File: src/design/wdg_pkg.sv
// Package of register offsets, field layouts and constants for the watchdog block.
`default_nettype none
package wdg_pkg;
  localparam logic [11:0] ADDR_KEY    = 12'h000;
  localparam logic [11:0] ADDR_MODE   = 12'h004;
  localparam logic [11:0] ADDR_CTRL   = 12'h008;
  localparam logic [11:0] ADDR_STAT   = 12'h00C;
  localparam logic [11:0] ADDR_MASK   = 12'h010;
  localparam logic [11:0] ADDR_COUNT  = 12'h014;
  localparam logic [7:0]  KEY_WRITE   = 8'hAC;
  localparam logic [7:0]  KEY_READ    = 8'h9A;
  localparam logic [7:0]  MODE_RESET  = 8'h67;
  localparam logic [2:0]  MODE_TOP    = 3'h3;
  localparam int          SEL_HIGH_BIT = 4;
  localparam int          SEL_LOW_BIT  = 3;
  localparam int          CTRL_BITOP  = 0;
  localparam int          ST_KEY      = 0;
  localparam int          ST_MODE2    = 1;
  localparam int          ST_BITOP    = 2;
  localparam int          ST_OVF      = 3;
  localparam int          ST_W        = 4;
  localparam int          CNT_W       = 20;
  localparam logic [3:0]  RST_PULSE   = 4'h8;
endpackage : wdg_pkg
`default_nettype wire

File: src/design/wdg_tick_if.sv
// Interface carrying the count enable and restart between the core and the counter.
`default_nettype none
interface wdg_tick_if;
  logic                  tick;
  logic                  clear;
  logic [2:0]            sel;
  logic                  ovf;
  logic [wdg_pkg::CNT_W-1:0] count;
  modport ctl (output tick, output clear, output sel, input ovf, input count);
  modport cnt (input tick, input clear, input sel, output ovf, output count);
endinterface : wdg_tick_if
`default_nettype wire

File: src/design/wdg_counter.sv
// Watchdog counter with selectable overflow length.
`default_nettype none
module wdg_counter
  import wdg_pkg::*;
(
  input  wire logic pclk,
  input  wire logic presetn,
  wdg_tick_if.cnt   bus
);
  logic [CNT_W-1:0] count_r;
  logic [CNT_W-1:0] limit;

  // Overflow length doubles with each select step, from 2^13 up to 2^20.
  assign limit = CNT_W'((1 << (13 + bus.sel)) - 1);
  assign bus.count = count_r;
  assign bus.ovf = bus.tick && (count_r == limit) && !bus.clear;

  // Counter clears on restart, holds without a tick and never self-zeroes.
  always_ff @(posedge pclk or negedge presetn)
  begin
    if (!presetn)
      count_r <= '0;
    else if (bus.clear)
      count_r <= '0;
    else if (bus.tick && count_r != limit)
      count_r <= count_r + 1'b1;
  end
endmodule : wdg_counter
`default_nettype wire

File: src/design/wdg_top.sv
// Watchdog with restart key, one-shot mode register, sleep handling and APB access.
// Operation
// A key write other than ACH triggers the internal reset. The code gives none while mode bit 4 has stopped the watchdog.
// A single-bit access to the key register triggers reset instead. The code gives none while mode bit 4 has stopped the watchdog.
// Reading the key register returns 9AH.
// With unstoppable oscillator the counter keeps counting during STOP.
// Overflow during STOP in that setting produces the internal reset.
// Software restarts the watchdog before overflow during STOP.
// With stoppable oscillator the counter halts during HALT or STOP.
// After wake-up counting resumes from the clock selected before sleep.
// The count is held over sleep, never zeroed on wake-up.
// Mode register takes one byte write; a second write resets. The code resets only if the first write left mode bit 4 clear.
// Software writes top three mode bits as 0, 1, 1.
// A correct ACH write clears the counter and counting continues.
// Reaching the selected overflow count without restart resets.
//
// Implementation choices: the placing of the registers and the APB slave port.
`default_nettype none
module wdg_top
  import wdg_pkg::*;
#(
  parameter int LS_DIV = 8
)
(
  input  wire logic        pclk,
  input  wire logic        presetn,
  input  wire logic        psel,
  input  wire logic        penable,
  input  wire logic        pwrite,
  input  wire logic [11:0] paddr,
  input  wire logic [31:0] pwdata,
  input  wire logic [3:0]  pstrb,
  output logic      [31:0] prdata,
  output logic             pready,
  output logic             pslverr,
  input  wire logic        osc_unstoppable,
  input  wire logic        halt_req,
  input  wire logic        stop_req,
  output logic             int_reset_req,
  output logic             irq
);
  typedef enum logic [2:0] {
    MS_FRESH = 3'b001,
    MS_SET   = 3'b010,
    MS_OFF   = 3'b100
  } wdg_mode_type;

  wdg_tick_if tif ();
  wdg_mode_type     mstate_r, mstate_nxt;
  logic [7:0]       mode_r;
  logic             bitop_r;
  logic [ST_W-1:0]  stat_r, mask_r;
  logic [31:0]      prdata_r;
  logic             int_reset_r, irq_r;
  logic [3:0]       rst_cnt_r;
  logic [15:0]      div_r;
  logic             uns_s1_r, uns_r, halt_s1_r, halt_r, stop_s1_r, stop_r;

  // Synchronise pin-level inputs before use.
  always_ff @(posedge pclk or negedge presetn)
  begin
    if (!presetn)
    begin
      uns_s1_r  <= 1'b0;
      uns_r     <= 1'b0;
      halt_s1_r <= 1'b0;
      halt_r    <= 1'b0;
      stop_s1_r <= 1'b0;
      stop_r    <= 1'b0;
    end
    else
    begin
      uns_s1_r  <= osc_unstoppable;
      uns_r     <= uns_s1_r;
      halt_s1_r <= halt_req;
      halt_r    <= halt_s1_r;
      stop_s1_r <= stop_req;
      stop_r    <= stop_s1_r;
    end
  end

  // Bus decode; all accesses complete without wait states.
  wire acc      = psel && penable;
  wire wr       = acc && pwrite;
  wire hit_key  = paddr == ADDR_KEY;
  wire hit_mode = paddr == ADDR_MODE;
  wire hit_ctrl = paddr == ADDR_CTRL;
  wire hit_stat = paddr == ADDR_STAT;
  wire hit_mask = paddr == ADDR_MASK;
  wire hit_cnt  = paddr == ADDR_COUNT;
  wire mapped   = hit_key | hit_mode | hit_ctrl | hit_stat | hit_mask | hit_cnt;
  wire byte_ok  = pstrb[0];
  wire sel_hi   = mode_r[SEL_HIGH_BIT];
  wire stopped  = (mstate_r == MS_OFF);
  wire key_wr   = wr && hit_key && byte_ok;
  wire mode_wr  = wr && hit_mode && byte_ok;

  // Key access and mode write events; the bit-access flag marks single-bit manipulation.
  wire key_bad  = key_wr && !bitop_r && pwdata[7:0] != KEY_WRITE && !stopped;
  wire key_bit  = acc && hit_key && bitop_r && !stopped;
  wire key_good = key_wr && !bitop_r && pwdata[7:0] == KEY_WRITE;
  wire mode2    = mode_wr && mstate_r == MS_SET;

  // Counting gate: unstoppable mode keeps counting in STOP, else sleep halts it.
  wire sleeping = halt_r || stop_r;
  wire run_ok   = !stopped && (uns_r ? !halt_r : !sleeping);
  wire div_hit  = div_r == 16'(LS_DIV - 1);
  wire ovf_rst  = tif.ovf;
  wire any_rst  = key_bad | key_bit | mode2 | ovf_rst;

  assign tif.tick  = run_ok && div_hit;
  assign tif.clear = key_good;
  assign tif.sel   = mode_r[2:0];

  wdg_counter u_cnt (.pclk(pclk), .presetn(presetn), .bus(tif));

  // Low-speed tick divider; its phase is kept across sleep.
  always_ff @(posedge pclk or negedge presetn)
  begin
    if (!presetn)
      div_r <= '0;
    else if (run_ok)
      div_r <= div_hit ? '0 : div_r + 1'b1;
  end

  // Mode register state: one write allowed, then locked.
  always_comb
  begin
    mstate_nxt = mstate_r;
    unique case (mstate_r)
      MS_FRESH: if (mode_wr) mstate_nxt = pwdata[SEL_HIGH_BIT] ? MS_OFF : MS_SET;
      MS_SET:   mstate_nxt = MS_SET;
      MS_OFF:   mstate_nxt = MS_OFF;
      default:  mstate_nxt = MS_FRESH;
    endcase
  end

  // Mode value, bit-access flag and mode state.
  always_ff @(posedge pclk or negedge presetn)
  begin
    if (!presetn)
    begin
      mstate_r <= MS_FRESH;
      mode_r   <= MODE_RESET;
      bitop_r  <= 1'b0;
    end
    else
    begin
      mstate_r <= mstate_nxt;
      if (mode_wr && mstate_r == MS_FRESH)
        mode_r <= pwdata[7:0];
      if (wr && hit_ctrl && byte_ok)
        bitop_r <= pwdata[CTRL_BITOP];
    end
  end

  // Internal reset pulse, stretched for a fixed number of cycles.
  always_ff @(posedge pclk or negedge presetn)
  begin
    if (!presetn)
    begin
      rst_cnt_r   <= '0;
      int_reset_r <= 1'b0;
    end
    else
    begin
      if (any_rst)
        rst_cnt_r <= RST_PULSE;
      else if (rst_cnt_r != 4'h0)
        rst_cnt_r <= rst_cnt_r - 1'b1;
      int_reset_r <= any_rst || rst_cnt_r > 4'h1;
    end
  end

  // Sticky status with write-one-to-clear; a new event wins over the clear.
  wire [ST_W-1:0] ev  = {ovf_rst, key_bit, mode2, key_bad};
  wire [ST_W-1:0] w1c = (wr && hit_stat && byte_ok) ? pwdata[ST_W-1:0] : '0;
  always_ff @(posedge pclk or negedge presetn)
  begin
    if (!presetn)
    begin
      stat_r <= '0;
      mask_r <= '0;
      irq_r  <= 1'b0;
    end
    else
    begin
      stat_r <= (stat_r & ~w1c) | ev;
      if (wr && hit_mask && byte_ok)
        mask_r <= pwdata[ST_W-1:0];
      irq_r <= |(((stat_r & ~w1c) | ev) & mask_r);
    end
  end

  // Read data mux; the key register always reads back its fixed code.
  wire [31:0] rmux =
    hit_key  ? {24'h000000, KEY_READ} :
    hit_mode ? {24'h000000, mode_r} :
    hit_ctrl ? {31'h00000000, bitop_r} :
    hit_stat ? {28'h0000000, stat_r} :
    hit_mask ? {28'h0000000, mask_r} :
    hit_cnt  ? {12'h000, tif.count} : 32'h00000000;
  always_ff @(posedge pclk or negedge presetn)
  begin
    if (!presetn)
      prdata_r <= '0;
    else if (psel && !penable && !pwrite)
      prdata_r <= rmux;
  end

  assign prdata        = prdata_r;
  assign pready        = 1'b1;
  assign pslverr       = 1'b0;
  assign int_reset_req = int_reset_r;
  assign irq           = irq_r;
  wire unused = mapped;

  a_bad_key: assert property (@(posedge pclk) disable iff (!presetn)
    key_bad |=> int_reset_req) else $error("Bad key gave no reset.");
  a_bit_access: assert property (@(posedge pclk) disable iff (!presetn)
    key_bit |=> int_reset_req ##1 int_reset_req) else $error("Bit access gave no reset.");
  a_key_read: assert property (@(posedge pclk) disable iff (!presetn)
    psel && !penable && !pwrite && hit_key |=> prdata[7:0] == 8'h9A)
    else $error("Key read wrong.");
  a_stop_count: assert property (@(posedge pclk) disable iff (!presetn)
    uns_r && stop_r && !halt_r && !stopped && tif.tick && !tif.clear && !tif.ovf
    |=> tif.count == $past(tif.count) + 1'b1) else $error("No count in stop.");
  a_sleep_hold: assert property (@(posedge pclk) disable iff (!presetn)
    !uns_r && sleeping && !tif.clear |=> tif.count == $past(tif.count))
    else $error("Count moved in sleep.");
  a_ovf_reset: assert property (@(posedge pclk) disable iff (!presetn)
    tif.ovf |=> int_reset_req [*7]) else $error("Overflow reset short.");
  a_mode_once: assert property (@(posedge pclk) disable iff (!presetn)
    mode2 |=> int_reset_req && mode_r == $past(mode_r)) else $error("Second write.");
  a_key_clear: assert property (@(posedge pclk) disable iff (!presetn)
    key_good |=> tif.count == '0) else $error("Restart no clear.");
  a_sel_kept: assert property (@(posedge pclk) disable iff (!presetn)
    mstate_r != MS_FRESH |=> tif.sel == $past(tif.sel)) else $error("Select moved.");
  c_restart: cover property (@(posedge pclk) key_good);
  c_overflow: cover property (@(posedge pclk) tif.ovf);
  c_stop_run: cover property (@(posedge pclk) uns_r && stop_r && tif.tick);
endmodule : wdg_top
`default_nettype wire

File: config.mk
export PLATFORM = sky130hd
export DESIGN_NAME = wdg_top
export DESIGN_NICKNAME = d
export VERILOG_FILES = /design/src/design/wdg_pkg.sv /design/src/design/wdg_tick_if.sv /design/src/design/wdg_counter.sv /design/src/design/wdg_top.sv
export SDC_FILE = /design/constraint.sdc
export NUM_CORES = 1
export LEC_CHECK = 0
export ABC_AREA = 1
export BUFFER_PORTS_ARGS = -buffer_cell sky130_fd_sc_hd__buf_2
export CORE_AREA = 5 5 111 217
export CTS_CLUSTER_SIZE = 40
export DETAILED_ROUTE_END_ITERATION = 8
export DIE_AREA = 0 0 116 222
export GPL_ROUTABILITY_DRIVEN = 0
export SLEW_MARGIN = 20
export SYNTH_ARGS = -nofsm -noshare
export SYNTH_HDL_FRONTEND = slang
export SYNTH_SLANG_ARGS = --single-unit
File: constraint.sdc
create_clock -name pclk -period 2.8 [get_ports pclk]
set_input_delay 0.42 -clock pclk [delete_from_list [all_inputs] [get_ports pclk]]
set_output_delay 0.42 -clock pclk [all_outputs]
set_load 0.01 [all_outputs]
==> flow_metrics.tcl <==
set metrics [dict create \
    preCtsSetupSlack_ns 0.0414 \
    min_path_type "in -> async" \
    setup_viol 0 \
    drt_first_pass_iters 4 \
    yosysSeqAreaShare_pct 40.7 \
    synth_warnings 0 \
    rr_worst_depth 17 \
    io_buffers 50 \
    cts_tree "done" \
    grtUsageTotal_pct 12.1 \
    antenna_found_initial 0 \
    power_mw 3.39 \
    end_kind "register" \
    nNetsFinal 843 \
    synth_area_leaders "dfrtp_1, nand2_1, inv_1, nand3_1, nand4_1" \
    slew_headroom_pct 60.3 \
    finalMaxSlewViolations 0 \
    fin_util_pct 28.6 \
    ios 92 \
    timing.hold.ws_ns 0.0562 \
    core_area_sq_um 22200 \
    num_vias 4953 \
    drv_cap 0 \
    min_period_ns 2.57 \
    design_area_sq_um 6350 \
    fillers 2422 \
    synth_ff_type "dfrtp_1" \
    wl_per_cell_um 14.4 \
    grt_max_degree 48 \
    vdd_ir_drop_max_v 0.000267 \
    finalCritPeriodShare_pct 91.6 \
    cts.sinks 88 \
    wirelength_mm 15.3 \
    synth_most_common_cell "nand2_1" \
    p_leak_nw 3.11 \
    areaGrowthSynthToFinish_pct 16.9 \
    setup_tns_ns 0 \
    htreeDepth 3 \
    grt-ovfl-total 0 \
    numCtsBuffers 9 \
    rows 77 \
    ys_ff_latch 88 \
    clockRootBuffer "clkbuf_16" \
    placed_cell_area_sq_um 5990 \
    drt_iter0_markers 253 \
    synthDistinctLibCells 47 \
    die_h_um 222 \
    synth-async-reset-ratio_pct 100 \
    crit_type "reg -> reg" \
    viasPerCell 4.66 \
    synthCells 726 \
    drive_gt1_share_pct 14.6 \
    rsz0062_at_grt "no" \
    r2r_start "mode_r[0]" \
    hpwlAfterDp_mm 11.9 \
    synth_common_cells "nand2_1, inv_1, nor2_1, dfrtp_1, nand3_1" \
    arrival_ns 2.85 \
    fmax_mhz 390 \
    ant_nets 0 \
    netlist_area_sq_um 5430 \
    yosys.area.top_type "dfrtp_1" \
    synth-edff-count 0 \
    seqCellArea_sq_um 2210 \
    r2r_slack_ns 0.23 \
    required_ns 3.08 \
    fin_ws_ns 0.235 \
    multi_input_area_sq_um 2680 \
    status "complete, no violations" \
    grt_pass1_vias 4943 \
    reg2reg_to "u_cnt.bus.count[15]" \
    drc 0 \
    avgSynthCellArea_sq_um 7.47 \
    crit_path_max_fanout 20 \
    clk_pin_slew_ns 0.07 \
    place_inst 1046 \
    synth_top_area_share_pct 37.8 \
    power_density_nw_per_um2 535 \
    fp.dieW_um 116 \
    clockBufferDepth 2 \
    skew_ns 0.00591 \
    n_antenna_cell 0 \
    hold_violations 0 \
    worstMarginPinSlew_ns 0.590 \
    startpoint_type "register" \
    initial_core_util_pct 24.5 \
    die_area_sq_um 25800 \
    clkLatencyLatePin_ns 0.35 \
    fin_cells 1062 \
    grt_first_pass_wirelength_mm 24.5 \
]
-- cell type report --
class,count,share of cell area (%)
multi-input cells,515,42.2
repair buffers,64,6.23
well taps,276,5.44
clock buffers,12,4.04
clock inverters,4,1.20
flip-flops and latches,88,34.8
inverters,103,6.09
-- sequential cells by signal, indices dropped and copies added, names as in the netlist --
signal	count
prdata	20
u_cnt.bus.count	20
div_r	16
mode_r	8
mask_r	4
rst_cnt_r	4
stat_r	4
mstate_r	3
bitop_r	1
halt_r	1
halt_s1_r	1
int_reset_req	1
irq	1
stop_r	1
stop_s1_r	1
uns_r	1
uns_s1_r	1
-- power breakdown --
part	internal, mW	switching, mW
logic	0.206	0.352
clock network	0.833	0.512
registers	1.40	0.0933
total	2.43	0.958
-- worst max-delay path by stage --
stage               startpoint                  end  slack [ns]  cells past startpoint
finish               mode_r[0]  u_cnt.bus.count[15]        0.23                     17
global route         mode_r[1]                  irq        0.03                     16
CTS                  mode_r[0]  u_cnt.bus.count[15]        0.01                     15
detailed placement   mode_r[0]  u_cnt.bus.count[10]        0.04                     14
global placement     mode_r[0]  u_cnt.bus.count[14]        0.06                     15
floorplan            mode_r[1]  u_cnt.bus.count[10]        0.32                     18
-- cell usage in the layout (no fill, tap or decap), types with 2 or more instances in the layout --
| master | netlist | layout |
|---|---|---|
| a21oi_1 | 18 | 18 |
| a221oi_1 | 3 | 3 |
| buf_12 | 0 | 3 |
| buf_2 | 3 | 49 |
| buf_4 | 16 | 12 |
| bufinv_16 | 0 | 2 |
| clkbuf_16 | 0 | 9 |
| clkbuf_8 | 0 | 2 |
| conb_1 | 2 | 14 |
| dfrtp_1 | 82 | 82 |
| dfstp_2 | 6 | 6 |
| ha_1 | 6 | 5 |
| inv_1 | 94 | 94 |
| inv_2 | 8 | 8 |
| mux2_2 | 2 | 2 |
| nand2_1 | 143 | 143 |
| nand2_2 | 4 | 4 |
| nand3_1 | 66 | 66 |
| nand3_2 | 2 | 2 |
| nand4_1 | 51 | 51 |
| nor2_1 | 84 | 83 |
| nor2_2 | 3 | 4 |
| nor3_1 | 25 | 25 |
| nor4_1 | 4 | 4 |
| o211ai_1 | 3 | 3 |
| o21ai_0 | 38 | 38 |
| xnor2_1 | 2 | 2 |
| xor2_1 | 28 | 28 |
-- logic make-up after synthesis --
family                   count (synthesis)  share of synthesized area (%)
multiplexers                             2                          0.415
XOR/XNOR                                30                           4.84
flip-flops                              88                           40.7
buffers and inverters                  135                           11.2
adder cells (fa/ha/maj)                  6                           1.38
AND/OR/NAND/NOR                        393                           33.9
other                                    2                          0.138
AO/OA/AOI/OAI                           70                           7.38
-- worst max-delay path, cell delays in order (launching register included) --
cell	delay, ns
dfstp_2	0.58
nand2_8	0.06
ha_4	0.34
nand3_2	0.12
nor2_2	0.16
nand2_1	0.08
nand2_1	0.07
nand2_1	0.05
nand2_1	0.07
nand3_1	0.07
nor2_1	0.12
nand2_1	0.10
nor2_2	0.13
nand2_1	0.13
nand2_2	0.11
buf_12	0.15
nand3_1	0.08
nand2_1	0.08
-- metal layers --
layer  GRT usage (%)  wire, um  share of wire (%)
met5               0         0                  0
met4            7.38       771                5.0
met3            2.02       675                4.4
met2            21.6      8060                 53
met1            12.8      5830                 38
-- what timing repair did --
action	4_1_cts	5_1_grt
endpoints found under the setup margin	0	27
resized for setup	0	4
hold buffers	0	0
buffers inserted	0	0
hold endpoints to repair	0	0
Power figures use the tool's default switching activity.
